$ cat src/alh_defs.svh
// Constants for the axis limit and homing supervisor.
// Assumes a 25 MHz system clock; included by alh_pkg and the design modules.
`ifndef ALH_DEFS_SVH
`define ALH_DEFS_SVH
`define ALH_POS_W        32
`define ALH_FILT_W       20
`define ALH_MODE_ABS     2'h0
`define ALH_MODE_REL     2'h1
`define ALH_MODE_PASSIVE 2'h2
`define ALH_MODE_ACTIVE  2'h3
`define ALH_CLK_MHZ      25
`define ALH_SETTLE_US    20000
`define ALH_SETTLE_CYC   (`ALH_SETTLE_US * `ALH_CLK_MHZ)
`endif

$ cat src/alh_pkg.sv
// Types shared by the axis limit and homing supervisor.
// Assumes alh_defs.svh is on the include path.
`include "alh_defs.svh"
package alh_pkg;
  typedef struct packed {
    logic                          start;
    logic [1:0]                    mode;
    logic signed [`ALH_POS_W-1:0]  position;
  } alh_home_cmd_t;

  typedef struct packed {
    logic move;
    logic dir;
    logic stop;
    logic estop;
    logic abort;
  } alh_drive_req_t;

  typedef enum logic [1:0] {
    ST_IDLE    = 2'b00,
    ST_SEEK    = 2'b01,
    ST_TURN    = 2'b10,
    ST_PASSIVE = 2'b11
  } alh_state_t;
endpackage

$ cat src/alh_supervisor.sv
// Axis limit and homing supervisor: hardware and software travel limits and four homing methods.
// Assumes step pulses come from the pulse train generator on sys_clk; switch pins are asynchronous.
//
// Functional notes
// - Software limits inactive until axis homed.
// - Hardware limit trip brakes with emergency deceleration.
// - Software limit stops motion at normal deceleration.
// - One run-time hardware limit enable bit.
// - Independent software limit enable bit.
// - Software bounds rewritable, used immediately.
// - Filter change needs 20 ms low accumulation.
// - Method 0 loads position, motion continues.
// - Method 1 adds offset, motion continues.
// - Method 2 captures on externally driven crossing.
// - Method 3 aborts motion, seeks reference itself.
// - Method 3 homes on configured switch edge.
// - Switch methods load commanded position at the edge.
// - Auto-reverse: normal brake, reverse, seek again.
// - No auto-reverse: abort, error, emergency brake.
// - Method value 2 passive, 3 active.
`timescale 1ns/1ps
`default_nettype none
`include "alh_defs.svh"
module alh_supervisor #(
  parameter int unsigned SETTLE_CYCLES = `ALH_SETTLE_CYC
) (
  input  wire logic                           sys_clk,
  input  wire logic                           rst_b,
  input  wire alh_pkg::alh_home_cmd_t         homing_command,
  input  wire logic                           hw_limit_config,
  input  wire logic                           sw_limit_config,
  input  wire logic signed [`ALH_POS_W-1:0]   sw_lower_bound,
  input  wire logic signed [`ALH_POS_W-1:0]   sw_upper_bound,
  input  wire logic [`ALH_FILT_W-1:0]         filt_cycles,
  input  wire logic                           home_dir_cfg,
  input  wire logic                           home_edge_cfg,
  input  wire logic                           auto_reverse_cfg,
  input  wire logic                           lower_travel_limit_input,
  input  wire logic                           upper_travel_limit_input,
  input  wire logic                           reference_switch_input,
  input  wire logic                           step_pulse,
  input  wire logic                           step_dir,
  input  wire logic                           axis_standstill,
  input  wire logic                           error_clear,
  output var alh_pkg::alh_drive_req_t         drive_req,
  output logic signed [`ALH_POS_W-1:0]        axis_position,
  output logic                                homed,
  output logic                                error_flag,
  output logic                                homing_busy
);
  import alh_pkg::*;

  logic lim_lo;
  logic lim_up;
  logic ref_lvl;

  alh_in_filter #(.SETTLE_CYCLES(SETTLE_CYCLES)) u_lo (
    .sys_clk     (sys_clk),
    .rst_b       (rst_b),
    .raw_in      (lower_travel_limit_input),
    .filt_cycles (filt_cycles),
    .level_out   (lim_lo)
  );
  alh_in_filter #(.SETTLE_CYCLES(SETTLE_CYCLES)) u_up (
    .sys_clk     (sys_clk),
    .rst_b       (rst_b),
    .raw_in      (upper_travel_limit_input),
    .filt_cycles (filt_cycles),
    .level_out   (lim_up)
  );
  alh_in_filter #(.SETTLE_CYCLES(SETTLE_CYCLES)) u_ref (
    .sys_clk     (sys_clk),
    .rst_b       (rst_b),
    .raw_in      (reference_switch_input),
    .filt_cycles (filt_cycles),
    .level_out   (ref_lvl)
  );

  ////////////////////////////////////////////////////////////////////////////////
  // Limit evaluation.

  alh_state_t state_reg;
  logic       dir_reg;
  logic       ref_prev_reg;
  logic       ref_rise;
  logic       ref_fall;
  logic       ref_edge;
  logic       hw_trip;
  logic       hw_ahead;
  logic       sw_stop;
  logic       start;
  logic       seeking;

  assign ref_rise = ref_lvl && !ref_prev_reg;
  assign ref_fall = !ref_lvl && ref_prev_reg;
  assign ref_edge = home_edge_cfg ? ref_fall : ref_rise;
  assign start    = homing_command.start;
  assign seeking  = state_reg == ST_SEEK;

  // The switch holds its tripped level, so a plain level check suffices.
  assign hw_trip  = hw_limit_config && (lim_lo || lim_up);
  assign hw_ahead = hw_limit_config && (dir_reg ? lim_up : lim_lo);
  assign sw_stop  = sw_limit_config && homed &&
                    (axis_position <= sw_lower_bound || axis_position >= sw_upper_bound);

  always_ff @(posedge sys_clk or negedge rst_b) begin
    if (!rst_b) begin
      ref_prev_reg <= 1'b0;
    end else begin
      ref_prev_reg <= ref_lvl;
    end
  end

  ////////////////////////////////////////////////////////////////////////////////
  // Homing sequencer.

  always_ff @(posedge sys_clk or negedge rst_b) begin
    if (!rst_b) begin
      state_reg <= ST_IDLE;
      dir_reg   <= 1'b0;
    end else begin
      case (state_reg)
        ST_IDLE: begin
          if (start && homing_command.mode == `ALH_MODE_PASSIVE) begin
            state_reg <= ST_PASSIVE;
          end else if (start && homing_command.mode == `ALH_MODE_ACTIVE) begin
            state_reg <= ST_SEEK;
            dir_reg   <= home_dir_cfg;
          end
        end
        ST_SEEK: begin
          if (ref_edge) begin
            state_reg <= ST_IDLE;
          end else if (hw_ahead && auto_reverse_cfg) begin
            state_reg <= ST_TURN;
          end else if (hw_ahead) begin
            state_reg <= ST_IDLE;
          end
        end
        ST_TURN: begin
          if (axis_standstill) begin
            state_reg <= ST_SEEK;
            dir_reg   <= !dir_reg;
          end
        end
        ST_PASSIVE: begin
          if (ref_edge) begin
            state_reg <= ST_IDLE;
          end
        end
        default: state_reg <= ST_IDLE;
      endcase
    end
  end

  assign homing_busy = state_reg != ST_IDLE;

  ////////////////////////////////////////////////////////////////////////////////
  // Axis position and homed flag.

  // Steps keep counting during methods 0 to 2, so ongoing motion is not disturbed.
  function automatic logic signed [`ALH_POS_W-1:0] step_delta(input logic p, input logic d);
    step_delta = p ? (d ? `ALH_POS_W'sd1 : -`ALH_POS_W'sd1) : `ALH_POS_W'sd0;
  endfunction

  logic cap_edge;
  assign cap_edge = (state_reg == ST_SEEK || state_reg == ST_PASSIVE) && ref_edge;

  always_ff @(posedge sys_clk or negedge rst_b) begin
    if (!rst_b) begin
      axis_position <= '0;
    end else if (start && !homing_busy && homing_command.mode == `ALH_MODE_ABS) begin
      axis_position <= homing_command.position;
    end else if (start && !homing_busy && homing_command.mode == `ALH_MODE_REL) begin
      axis_position <= axis_position + homing_command.position + step_delta(step_pulse, step_dir);
    end else if (cap_edge) begin
      axis_position <= homing_command.position;
    end else begin
      axis_position <= axis_position + step_delta(step_pulse, step_dir);
    end
  end

  always_ff @(posedge sys_clk or negedge rst_b) begin
    if (!rst_b) begin
      homed <= 1'b0;
    end else if (cap_edge || (start && !homing_busy && homing_command.mode[1] == 1'b0)) begin
      homed <= 1'b1;
    end else if (start && !homing_busy && homing_command.mode == `ALH_MODE_ACTIVE) begin
      homed <= 1'b0;
    end
  end

  ////////////////////////////////////////////////////////////////////////////////
  // Drive requests and error flag.

  logic seek_fail;
  assign seek_fail = seeking && hw_ahead && !auto_reverse_cfg && !ref_edge;

  always_ff @(posedge sys_clk or negedge rst_b) begin
    if (!rst_b) begin
      error_flag <= 1'b0;
    end else if ((hw_trip && !seeking && state_reg != ST_TURN) || seek_fail) begin
      error_flag <= 1'b1;
    end else if (error_clear) begin
      error_flag <= 1'b0;
    end
  end

  // Auto-reverse during a seek replaces the emergency stop by a normal brake.
  always_ff @(posedge sys_clk or negedge rst_b) begin
    if (!rst_b) begin
      drive_req <= '0;
    end else begin
      drive_req.move  <= seeking && !ref_edge && !hw_ahead;
      drive_req.dir   <= dir_reg;
      drive_req.estop <= (hw_trip && !seeking && state_reg != ST_TURN) || seek_fail;
      drive_req.stop  <= sw_stop || state_reg == ST_TURN || (seeking && (ref_edge || hw_ahead));
      drive_req.abort <= start && !homing_busy && homing_command.mode == `ALH_MODE_ACTIVE;
    end
  end
endmodule
`default_nettype wire

$ cat src/alh_in_filter.sv
// Switch input conditioner: two-stage synchroniser followed by a stability filter.
// Assumes the raw pin is asynchronous to sys_clk.
`timescale 1ns/1ps
`default_nettype none
`include "alh_defs.svh"
module alh_in_filter #(
  parameter int unsigned SETTLE_CYCLES = `ALH_SETTLE_CYC
) (
  input  wire logic                   sys_clk,
  input  wire logic                   rst_b,
  input  wire logic                   raw_in,
  input  wire logic [`ALH_FILT_W-1:0] filt_cycles,
  output logic                        level_out
);
  import alh_pkg::*;

  logic                   sync1_reg;
  logic                   sync2_reg;
  logic [`ALH_FILT_W-1:0] cnt_reg;
  logic [`ALH_FILT_W-1:0] filt_prev_reg;
  logic                   init_reg;
  logic [31:0]            settle_reg;

  always_ff @(posedge sys_clk or negedge rst_b) begin
    if (!rst_b) begin
      sync1_reg <= 1'b0;
      sync2_reg <= 1'b0;
    end else begin
      sync1_reg <= raw_in;
      sync2_reg <= sync1_reg;
    end
  end

  // A changed filter time leaves the filter sluggish until enough low level has accumulated.
  always_ff @(posedge sys_clk or negedge rst_b) begin
    if (!rst_b) begin
      init_reg      <= 1'b0;
      filt_prev_reg <= '0;
      settle_reg    <= 32'h0;
    end else begin
      init_reg      <= 1'b1;
      filt_prev_reg <= filt_cycles;
      if (init_reg && filt_prev_reg != filt_cycles) begin
        settle_reg <= SETTLE_CYCLES;
      end else if (settle_reg != 32'h0 && !sync2_reg) begin
        settle_reg <= settle_reg - 32'h1;
      end
    end
  end

  always_ff @(posedge sys_clk or negedge rst_b) begin
    if (!rst_b) begin
      cnt_reg   <= '0;
      level_out <= 1'b0;
    end else if (sync2_reg == level_out) begin
      cnt_reg <= '0;
    end else if (cnt_reg >= filt_cycles) begin
      cnt_reg <= '0;
      if (sync2_reg || settle_reg == 32'h0) begin
        level_out <= sync2_reg;
      end
    end else begin
      cnt_reg <= cnt_reg + 1'b1;
    end
  end
endmodule
`default_nettype wire

$ cat config.mk
export PLATFORM = sky130hd
export DESIGN_NAME = alh_supervisor
export DESIGN_NICKNAME = d
export VERILOG_FILES = /design/src/alh_pkg.sv /design/src/alh_supervisor.sv /design/src/alh_in_filter.sv
export VERILOG_INCLUDE_DIRS = /design/src
export SDC_FILE = /design/constraint.sdc
export NUM_CORES = 1
export LEC_CHECK = 0
export BUFFER_PORTS_ARGS = -buffer_cell sky130_fd_sc_hd__buf_4
export CAP_MARGIN = 40
export CORE_MARGIN = 1
export CORE_UTILIZATION = 25
export CTS_BUF_LIST = sky130_fd_sc_hd__clkbuf_4 sky130_fd_sc_hd__clkbuf_8
export CTS_CLUSTER_SIZE = 8
export DETAILED_ROUTE_END_ITERATION = 12
export GPL_TIMING_DRIVEN = 0
export PLACE_DENSITY = 0.41
export SYNTH_ARGS = -nofsm -noshare
export SYNTH_HDL_FRONTEND = slang
export SYNTH_HIERARCHICAL = 1
export SYNTH_SLANG_ARGS = --single-unit
$ cat constraint.sdc
create_clock -name sys_clk -period 4.1 [get_ports sys_clk]
set_clock_uncertainty 0.2 [all_clocks]
set_input_delay 0.205 -clock sys_clk [delete_from_list [all_inputs] [get_ports sys_clk]]
set_output_delay 0.205 -clock sys_clk [all_outputs]
set_load 0.005 [all_outputs]
==> results of run 1 <==
## Yosys cell counts, types with 12 or more instances
cell type,count
or2_2,12
o21ai_0,105
nor2b_1,16
clkbuf_1,39
nor4_1,26
nand4_1,46
o31ai_1,20
nand3_1,67
or4_1,19
or3_1,33
nor3_1,53
ha_1,194
a211oi_1,15
and4_1,16
xnor2_1,86
a21o_1,46
xor2_1,120
nand2b_1,27
fa_1,33
a22oi_1,15
nor2_1,175
inv_1,171
nand2_1,109
a21oi_1,150
dfrtp_1,271
and3_1,15
## critical path: cells and delay by family, from the launching register on
kind,cells,cell delay [ps]
AO/OA/AOI/OAI,6,1480
AND/OR/NAND/NOR,2,240
adder cells (fa/ha/maj),3,1090
XOR/XNOR,1,190
buffers and inverters,1,40
flip-flops,1,480
## per-stage QoR
stage | hold slack (ps) | setup slack, ps
after detailed placement | 1.51 | -953
after floorplan | -291 | -261
after global placement | 116 | -1620
after global routing | 43.5 | 21.9
final | 67.7 | 225
after CTS | 11.5 | 67.7
## power by group through the flow
stage               sequential, µW  combinational [µW]  clock, µW
finish                        3500                5890       2930
global route                  3560                6620       3180
CTS                           3530                5850       3070
detailed placement            3580                5660          0
global placement              3570                5570          0
floorplan                     3320                3980          0
## path summary, 6_finish.rpt
check                           cells after the start                          end  slack (ps)
worst max-delay path                               13  axis_position[31]$_DFF_PN0_         220
worst min-delay path                                2     u_up/sync1_reg$_DFF_PN0_          70
worst max register to register                     13  axis_position[31]$_DFF_PN0_         220
worst min register to register                      0     u_lo/sync2_reg$_DFF_PN0_         150
max in group asynchronous                           4     state_reg[1]$_DFFE_PN0P_        2600
min in group asynchronous                           4          dir_reg$_DFFE_PN0P_         480
## cell type report
cell class              instances  area, µm²
fillers                      7941      52000
inverters                     171        646
repair buffers                262       2270
plain buffers                  50        208
multi-input cells            1578      11600
clock buffers                  84       1060
clock inverters                 8       68.8
well taps                    1030       1290
flip-flops and latches        271       6780
## cell usage in the layout, fill, tap and decap left out, types with 26 or more instances in the layout
cell           Yosys  layout
ha_1             194     193
dfrtp_1          271     271
nor2_1           175     175
a21o_1            46      46
nor3_1            53      53
clkbuf_8           0      68
fa_1              33      32
nand2_1          109     109
nand3_1           67      67
dlygate4sd3_1      0      83
or3_1             33      33
nand4_1           46      46
a21oi_1          150     149
o21ai_0          105     101
inv_1            171     169
xor2_1           120     120
buf_4              0     173
xnor2_1           86      86
nand2b_1          27      26
nor4_1            26      26
clkbuf_1          39      39
## logic make-up after synthesis
kind of cell | Yosys count | synth area share
AND/OR/NAND/NOR | 672 | 0.187
multiplexers | 7 | 0.00366
adder cells (fa/ha/maj) | 227 | 0.161
flip-flops | 271 | 0.354
other | 3 | 0.000588
XOR/XNOR | 206 | 0.0941
buffers and inverters | 221 | 0.0443
AO/OA/AOI/OAI | 463 | 0.155
## per-layer routing
metal / GRT usage / vias to the layer above / routed length [µm]
met5: 0 / - / 0
met4: 0.0402 / 0 / 1250
met3: 0.0235 / 83 / 2390
met2: 0.245 / 274 / 26400
met1: 0.212 / 7996 / 29000
li1: - / 8045 / -
## what timing repair did
item,CTS,global route
buffers inserted,1,0
hold buffers,84,0
hold endpoints to repair,377,0
cloned,0,0
resized for setup,0,2
setup endpoints to repair,6,5
==> PnR_summary.wiki, run 1 <==
{| class="wikitable"
! Metric !! Value
|-
| Commonest register cell after synthesis || dfrtp_1
|-
| Power per standard cell area || 516 nW/µm²
|-
| Non-filler instance count after layout || 3454
|-
| Weighted congestion reported at the end of routability-driven placement || 0.843
|-
| Largest net degree at the start of global routing || 109
|-
| Final global-route overflow total || 0
|-
| Maximum root-to-sink buffer count || 3
|-
| Clock tree from TritonCTS || done
|-
| Vias in the first global route || 16800
|-
| Sequential share of power || 0.284
|-
| Critical Path, Cell by Cell || fa_1 > ha_2 > inv_2 > fa_2 > nor2b_1 > o31a_1 > nor3_2 > o31ai_4 > a31oi_2 > o21ai_1 > a31oi_1 > xnor2_1 > a21oi_1
|-
| Via-to-Cell Ratio || 4.75
|-
| P_int || 7250 µW
|-
| Cell taking the most area after synthesis || dfrtp_1
|-
| Worst Setup End Kind || flop
|-
| Final std cell area, no fill || 23900 µm²
|-
| Setup repair after global routing missed its margin || no
|-
| Worst path slowest cell || fa_1
|-
| Number of setup violations in the final report || 0
|-
| Fraction of final layout cells sized beyond drive strength 1 || 0.142
|-
| ANT cells || 0
|-
| Die X || 279 µm
|-
| Wire length of the first global-routing pass || 94100 µm
|-
| Mean area per synthesized cell || 9.26 µm²
|-
| Worst EP required || 4410 ps
|-
| Syn Nets || 2430
|-
| Max-cap violation count || 0
|-
| I/O Pins || 173
|-
| Worst-case vdd ir drop || 0.000267 V
|-
| Core occupancy in the finished layout || 0.315
|-
| Type of the tightest min-delay check || input port to flop
|-
| Placed Cells incl. Taps || 3277
|-
| Data arrival time at the worst-slack endpoint || 4190 ps
|-
| Port bufs || 171
|-
| Sw Ratio || 0.412
|-
| Largest fanout of any net on the critical path || 6
|-
| Final worst-path cycle share || 0.945
|-
| Area growth from synthesis to layout || 24.7%
|-
| Number of detailed-routing iterations run before antenna repair || 5
|-
| Share of synthesized flip-flops with an asynchronous set or reset || 1.00
|-
| Initial antenna violation count || 0
|-
| Worst-margin pin slew || 966 ps
|-
| Die span in y || 279 µm
|-
| Crit path from || axis_position[1]$_DFF_PN0_
|-
| Max Fclk || 0.258 GHz
|-
| Final layout net count || 2747
|-
| Slowest cell delay on critical path || 550 ps
|-
| Synth Instances || 2070
|-
| CP Class || flop to flop
|-
| Initial cell density of the core || 0.252
|-
| Number of library cell types mapped by synthesis || 88
|-
| Root Driver || clkbuf_8
|-
| Iter 0 DRT Violations || 794
|-
| Tot GR Track Use || 0.153
|-
| Total number of vias || 16400
|-
| Total wirelength of the detailed-routed design || 59000 µm
|-
| Number of clock sinks || 271
|-
| Half-perimeter wire length after detailed placement || 44300 µm
|-
| Relative contribution of the clock network to total power || 0.238
|-
| Deepest level of the CTS H-tree || 2
|-
| Fraction of post-synthesis cell area in the top cell type by area || 0.354
|-
| Leading cell types by total area after synthesis || dfrtp_1 (35%), ha_1 (13%), xor2_1 (5.5%)
|-
| Reg2Reg Launch Point || axis_position[1]$_DFF_PN0_
|-
| Relative max-transition margin || 0.356
|-
| Run status || completed
|-
| Number of buffers created by CTS || 53
|-
| Per-cell routed wire length || 17.1 µm
|-
| Number of flops mapped to enable cells by yosys || 0
|-
| Min Clock Period, post-route || 3880 ps
|-
| Total power after layout || 12300 µW
|-
| Number of warning messages in the yosys log || 6
|-
| Std cell rows || 101
|-
| Flops & latches, synth || 271
|-
| Leakage || 0.0108 µW
|-
| Die area || 77800 µm²
|-
| Number of hold-slack violations in the final timing report || 0
|-
| Mapped Area || 19200 µm²
|-
| Core Area || 75900 µm²
|-
| Logic pwr share || 0.478
|-
| Post-DP Area || 21900 µm²
|-
| Hold path start || upper_travel_limit_input
|-
| Aggregate negative setup slack || 0 ps
|-
| Number of remaining DRC errors || 0
|-
| Clock-pin slew on the worst setup and hold paths || 60 ps
|-
| Pins Over Slew Limit || 0
|-
| Sequential-to-total area share from yosys stat || 0.354
|-
| Worst setup SP type || flop
|-
| Source-to-sink clock delay at the later pin of the worst-skew pair || 660 ps
|-
| Post-route antenna net violation count || 0
|-
| Net load switching power || 5070 µW
|}
Note: power is estimated with default switching activity, not from simulation.
==> run 2: changes to the inputs <==
--- a/config.mk
+++ b/config.mk
@@ -14,7 +14,7 @@
 export CTS_CLUSTER_SIZE = 8
 export DETAILED_ROUTE_END_ITERATION = 12
 export GPL_TIMING_DRIVEN = 0
-export PLACE_DENSITY = 0.41
+export HOLD_SLACK_MARGIN = 0.15
 export SYNTH_ARGS = -nofsm -noshare
 export SYNTH_HDL_FRONTEND = slang
 export SYNTH_HIERARCHICAL = 1
==> PnR_summary.wiki, run 2 (synthesized netlist as in run 1, its figures left out) <==
{| class="wikitable"
! Metric !! Value
|-
| Run status || completed
|-
| Worst Setup End Kind || flop
|-
| Relative max-transition margin || 0.398 (+0.0422)
|-
| Area growth from synthesis to layout || 27.7%
|-
| Max-cap violation count || 0 (unchanged)
|-
| Std cell rows || 101 (unchanged)
|-
| Wire length of the first global-routing pass || 88700 µm (-5.7%)
|-
| Worst EP required || 4390 ps (-20 ps)
|-
| Half-perimeter wire length after detailed placement || 39700 µm (-10%)
|-
| Sum of met3 wire segment lengths after detailed routing || 2950 µm (+24%)
|-
| Clock-pin slew on the worst setup and hold paths || 60 ps (about the same)
|-
| Slack of the worst reg-to-reg path || 140 ps (-90 ps)
|-
| Weighted congestion reported at the end of routability-driven placement || 0.874 (+3.7%)
|-
| Largest net degree at the start of global routing || 98 (-10%)
|-
| Core occupancy in the finished layout || 0.322 (+0.00756)
|-
| Detailed-routed wire length on met2 || 26400 µm (about the same)
|-
| Per-cell routed wire length || 16.1 µm (-5.8%)
|-
| Cell depth of the worst hold path || 0 (-2)
|-
| Die X || 279 µm (unchanged)
|-
| Total wirelength of the detailed-routed design || 56400 µm (-4.4%)
|-
| Final global-route overflow total || 0 (unchanged)
|-
| Initial cell density of the core || 0.252 (unchanged)
|-
| Worst setup SP type || flop
|-
| Setup repair after global routing missed its margin || no
|-
| Clock tree from TritonCTS || done
|-
| Tot GR Track Use || 0.143 (-0.00993)
|-
| Maximum root-to-sink buffer count || 3 (unchanged)
|-
| Power per standard cell area || 514 nW/µm² (-0.26%)
|-
| Source-to-sink clock delay at the later pin of the worst-skew pair || 650 ps (about the same)
|-
| Worst reg-to-reg path cell count || 12 (-1)
|-
| Die span in y || 279 µm (unchanged)
|-
| DP Worst Slack || -524 ps (+429 ps)
|-
| Worst-case vdd ir drop || 0.000345 V (+29%)
|-
| Post-route antenna net violation count || 0 (unchanged)
|-
| Port bufs || 171 (unchanged)
|-
| Worst-margin pin slew || 903 ps (-63.3 ps)
|-
| Number of clock sinks || 271 (unchanged)
|-
| Highest signal layer in the routed design || met5
|-
| Type of the tightest min-delay check || flop to flop
|-
| Min Clock Period, post-route || 3960 ps (+86.2 ps)
|-
| Final Worst Setup Slack || 139 ps (-86.2 ps)
|-
| Core Area || 75900 µm² (unchanged)
|-
| Crit path from || axis_position[13]$_DFF_PN0_
|-
| Number of setup violations in the final report || 0 (unchanged)
|-
| Hold path start || u_ref/sync1_reg$_DFF_PN0_
|-
| Via-to-Cell Ratio || 4.72 (-0.48%)
|-
| Deepest level of the CTS H-tree || 2 (unchanged)
|-
| Reg2Reg Launch Point || axis_position[13]$_DFF_PN0_
|-
| Number of buffers created by CTS || 51 (-3.8%)
|-
| Total number of vias || 16600 (+0.96%)
|-
| Final layout net count || 2795 (+1.7%)
|-
| Number of remaining DRC errors || 0 (unchanged)
|-
| Commonest cells after routing, fill and taps aside || dfrtp_1 (267), ha_1 (193), nor2_1 (175)
|-
| Met1 routed wirelength after detailed routing || 25800 µm (-11%)
|-
| Max Fclk || 0.252 GHz (-2.2%)
|-
| I/O Pins || 173 (unchanged)
|-
| Number of hold-slack violations in the final timing report || 0 (unchanged)
|-
| Number of detailed-routing iterations run before antenna repair || 5 (unchanged)
|-
| Root Driver || clkbuf_8
|-
| Die area || 77800 µm² (unchanged)
|-
| Fraction of final layout cells sized beyond drive strength 1 || 0.141 (-0.000435)
|-
| Pins Over Slew Limit || 0 (unchanged)
|-
| ANT cells || 0 (unchanged)
|-
| Data arrival time at the worst-slack endpoint || 4250 ps (+60 ps)
|-
| Initial antenna violation count || 1 (+1)
|-
| Vias in the first global route || 16400 (-2.7%)
|-
| Iter 0 DRT Violations || 818 (+3.0%)
|-
| Most common cell after layout, fill and taps aside || dfrtp_1
|-
| Leakage || 0.0110 µW (+2.2%)
|-
| CP Class || flop to flop
|-
| Largest fanout of any net on the critical path || 6 (unchanged)
|-
| Final worst-path cycle share || 0.966 (+0.0210)
|}
run 2: changes by cell type in the layout (fill, tap and decap cells not counted), sizes merged:
cell,previous run,this run
clkinv,6,7
dlygate4sd3,83,132
inv,172,171
clkbuf,125,121
bufinv,0,3
buf,188,189
clkinvlp,1,2
run 2: area by class of cell:
| type | instances | area (µm²) |
|---|---|---|
| multi-input combinational | 1578 | 11600 |
| buffer | 50 | 208 |
| timing repair buffer | 312 | 2770 |
| clock buffer | 80 | 1030 |
| sequential | 271 | 6790 |
| inverter | 171 | 646 |
| clock inverter | 12 | 175 |
| fill | 7870 | 51500 |
| tap | 1030 | 1290 |
run 2: worst max-delay path: stages, from the launching register on:
cell and delay [ps]:
dfrtp_1 540, fa_1 490, ha_1 400, a21o_1 230, nand2b_1 160, a2111oi_2 320
nor2_2 140, a41oi_4 250, o31ai_2 120, xor2_1 160, a22oi_1 140, dlygate4sd3_1 570
o21ai_0 70
run 2: routing by layer:
layer,GRT usage,vias to the layer above
met2,0.239,422
met1,0.187,7917
met5,0,-
met4,0.0414,2
li1,-,8126
met3,0.0236,88
run 2: final timing paths:
kind                                              endpoint
min                              u_ref/sync2_reg$_DFF_PN0_
min reg2reg                      u_ref/sync2_reg$_DFF_PN0_
max                            axis_position[28]$_DFF_PN0_
min in group asynchronous       axis_position[5]$_DFF_PN0_
max reg2reg                    axis_position[28]$_DFF_PN0_
max in group asynchronous  u_up/settle_reg[28]$_DFFE_PN0P_
run 2: metrics by stage:
| stage | total power (µW) | instance area [µm²] | hold WS [ps] | cells | TNS, ps |
|---|---|---|---|---|---|
| CTS | 12600 | 24400 | 150 | 3501 | 0 |
| global placement | 9030 | 21800 | 115 | 3271 | -24900 |
| detailed placement | 9090 | 21900 | 105 | 3276 | -3710 |
| floorplan | 7300 | 19200 | -291 | 2070 | -1510 |
| global route | 13500 | 24500 | 154 | 3504 | 0 |
| finish | 12600 | 24500 | 147 | 3504 | 0 |
run 2: what timing repair did:
action                     CTS  global route
buffers inserted             0             3
hold endpoints to repair   382             0
hold buffers               133             0
resized for setup            0             6
setup endpoints to repair    0             3
run 2: power breakdown:
part	total, µW	switching [µW]	leakage, µW	internal (µW)
registers	3490	528	0.00338	2970
clock network	3090	1290	0.000630	1790
logic	6010	3190	0.00702	2820
total	12600	5010	0.0110	7580
==> run 3: changes to the inputs <==
--- a/config.mk
+++ b/config.mk
@@ -15,6 +15,7 @@
 export DETAILED_ROUTE_END_ITERATION = 12
 export GPL_TIMING_DRIVEN = 0
 export HOLD_SLACK_MARGIN = 0.15
+export RECOVER_POWER = 50
 export SYNTH_ARGS = -nofsm -noshare
 export SYNTH_HDL_FRONTEND = slang
 export SYNTH_HIERARCHICAL = 1
==> PnR_summary.wiki, run 3 (synthesized netlist as in run 1, its figures left out) <==
{| class="wikitable"
! Metric !! Value
|-
| Run status || finished with violations
|-
| Violations in the final reports || max-capacitance violations, max-slew violations
|-
| Tot GR Track Use || 0.143 (unchanged)
|-
| Source-to-sink clock delay at the later pin of the worst-skew pair || 660 ps (about the same)
|-
| Post-DP Area || 21900 µm² (unchanged)
|-
| Half-perimeter wire length after detailed placement || 39700 µm (unchanged)
|-
| Total number of vias || 16600 (+0.19%)
|-
| Count of filler cells inserted in the layout || 7892 (+0.28%)
|-
| Final worst-path cycle share || 0.966 (about the same)
|-
| Number of detailed-routing iterations run before antenna repair || 5 (unchanged)
|-
| Relative max-transition margin || -0.623 (-1.02)
|-
| Final global-route overflow total || 0 (unchanged)
|-
| Weighted congestion reported at the end of routability-driven placement || 0.874 (unchanged)
|-
| Deepest level of the CTS H-tree || 2 (unchanged)
|-
| Most common cell after layout, fill and taps aside || dfrtp_1
|-
| Power per standard cell area || 516 nW/µm² (+0.39%)
|-
| Setup repair after global routing missed its margin || no
|-
| CP Class || flop to flop
|-
| Root Driver || clkbuf_8
|-
| Commonest cells after routing, fill and taps aside || dfrtp_1 (267), ha_1 (193), nor2_1 (175)
|-
| Worst-margin pin slew || 2430 ps (+1530 ps)
|-
| Max-cap violation count || 2 (+2)
|-
| ANT cells || 0 (unchanged)
|-
| Fraction of final layout cells sized beyond drive strength 1 || 0.133 (-0.00849)
|-
| Worst path slowest cell || dlygate4sd3_1
|-
| Die area || 77800 µm² (unchanged)
|-
| Post-route antenna net violation count || 0 (unchanged)
|-
| Maximum root-to-sink buffer count || 3 (unchanged)
|-
| Max Fclk || 0.252 GHz (about the same)
|-
| Die X || 279 µm (unchanged)
|-
| Largest fanout of any net on the critical path || 6 (unchanged)
|-
| Final std cell area, no fill || 24300 µm² (-0.54%)
|-
| Critical Path, Cell by Cell || fa_1 > ha_1 > a21o_1 > nand2b_1 > a2111oi_2 > nor2_2 > a41oi_4 > o31ai_2 > xor2_1 > a22oi_1 > dlygate4sd3_1 > o21ai_0
|-
| Largest net degree at the start of global routing || 98 (unchanged)
|-
| Core occupancy in the finished layout || 0.321 (-0.00173)
|-
| Leakage || 0.0109 µW (-0.87%)
|-
| Slowest cell delay on critical path || 570 ps (about the same)
|-
| Cell depth of the worst hold path || 0 (unchanged)
|-
| Crit path from || axis_position[13]$_DFF_PN0_
|-
| Worst Setup End Kind || flop
|-
| Non-filler instance count after layout || 3504 (unchanged)
|-
| Worst setup SP type || flop
|-
| Wire length of the first global-routing pass || 88700 µm (unchanged)
|-
| Total wirelength of the detailed-routed design || 56300 µm (-0.14%)
|-
| Via-to-Cell Ratio || 4.73 (+0.19%)
|-
| Core Area || 75900 µm² (unchanged)
|-
| Final layout net count || 2795 (unchanged)
|-
| Data arrival time at the worst-slack endpoint || 4250 ps (about the same)
|-
| Area growth from synthesis to layout || 27.0%
|-
| Std cell rows || 101 (unchanged)
|-
| Number of setup violations in the final report || 0 (unchanged)
|-
| Number of remaining DRC errors || 0 (unchanged)
|-
| Worst EP required || 4390 ps (about the same)
|-
| Number of hold-slack violations in the final timing report || 0 (unchanged)
|-
| I/O Pins || 173 (unchanged)
|-
| Placed Cells incl. Taps || 3276 (unchanged)
|-
| Number of clock sinks || 271 (unchanged)
|-
| Clock-pin slew on the worst setup and hold paths || 60 ps (about the same)
|-
| Vias in the first global route || 16400 (unchanged)
|-
| Clock tree from TritonCTS || done
|-
| Type of the tightest min-delay check || flop to flop
|-
| Multi-input gate area || 11600 µm² (unchanged)
|-
| Initial antenna violation count || 1 (unchanged)
|-
| Die span in y || 279 µm (unchanged)
|-
| Pins Over Slew Limit || 185 (+185)
|-
| Worst-case vdd ir drop || 0.000339 V (-1.7%)
|-
| Per-cell routed wire length || 16.1 µm (-0.14%)
|-
| Initial cell density of the core || 0.252 (unchanged)
|-
| Worst reg-to-reg path cell count || 12 (unchanged)
|-
| Port bufs || 171 (unchanged)
|-
| Min Clock Period, post-route || 3960 ps (-0.0120 ps)
|-
| Hold path start || u_ref/sync1_reg$_DFF_PN0_
|-
| Iter 0 DRT Violations || 815 (-0.37%)
|-
| Slack of the worst reg-to-reg path || 140 ps (about the same)
|-
| Number of buffers created by CTS || 51 (unchanged)
|-
| Aggregate negative setup slack || 0 ps (unchanged)
|-
| Area used by sequential logic in the layout || 6790 µm² (unchanged)
|-
| Reg2Reg Launch Point || axis_position[13]$_DFF_PN0_
|}
run 3: stage by stage:
step | power [µW] | setup slack, ps | hold slack (ps)
after CTS | 12600 | 38.6 | 150
after floorplan | 7300 | -261 | -291
after global placement | 9030 | -1470 | 115
after global routing | 13500 | 7.13 | 154
final | 12600 | 139 | 147
after detailed placement | 9090 | -524 | 105
run 3: timing repair:
action                                  4_1_cts  5_1_grt
endpoints found under the hold margin       382        0
hold buffers                                133        0
buffers inserted                              0        3
gates resized for setup                       0        6
endpoints found under the setup margin        0        3
run 3: area by class of cell:
cell class | instances | area share
multi-input combinational | 1578 | 0.475
sequential | 271 | 0.279
timing repair buffer | 312 | 0.109
tap | 1030 | 0.0529
clock buffer | 80 | 0.0421
inverter | 171 | 0.0265
buffer | 50 | 0.00853
clock inverter | 12 | 0.00720
run 3: path summary, 6_finish.rpt:
kind | end
hold / removal | u_ref/sync2_reg$_DFF_PN0_
max in group asynchronous | u_ref/cnt_reg[1]$_DFF_PN0_
setup reg to reg | axis_position[28]$_DFF_PN0_
min in group asynchronous | axis_position[5]$_DFF_PN0_
hold reg to reg | u_ref/sync2_reg$_DFF_PN0_
setup / recovery | axis_position[28]$_DFF_PN0_
run 3: metal layers:
metal / up-vias / wire (µm) / global-route usage
met5: - / 13 / 0
met4: 2 / 1290 / 0.0414
met3: 92 / 2740 / 0.0236
met2: 404 / 26600 / 0.239
met1: 7966 / 25700 / 0.187
li1: 8122 / - / -
run 3: worst max-delay path: cells and delay by family, from the launching register on:
| family | cells | cell delay [ps] |
|---|---|---|
| buf+inv | 1 | 570 |
| compound gates | 6 | 1130 |
| fa+ha+maj | 2 | 890 |
| flops | 1 | 540 |
| simple gates | 2 | 300 |
| xor+xnor | 1 | 160 |
run 3: where the power goes:
| group | internal (µW) | total, µW | switching (µW) |
|---|---|---|---|
| Combinational | 2810 | 5990 | 3190 |
| Sequential | 2970 | 3490 | 527 |
| Clock | 1790 | 3080 | 1290 |
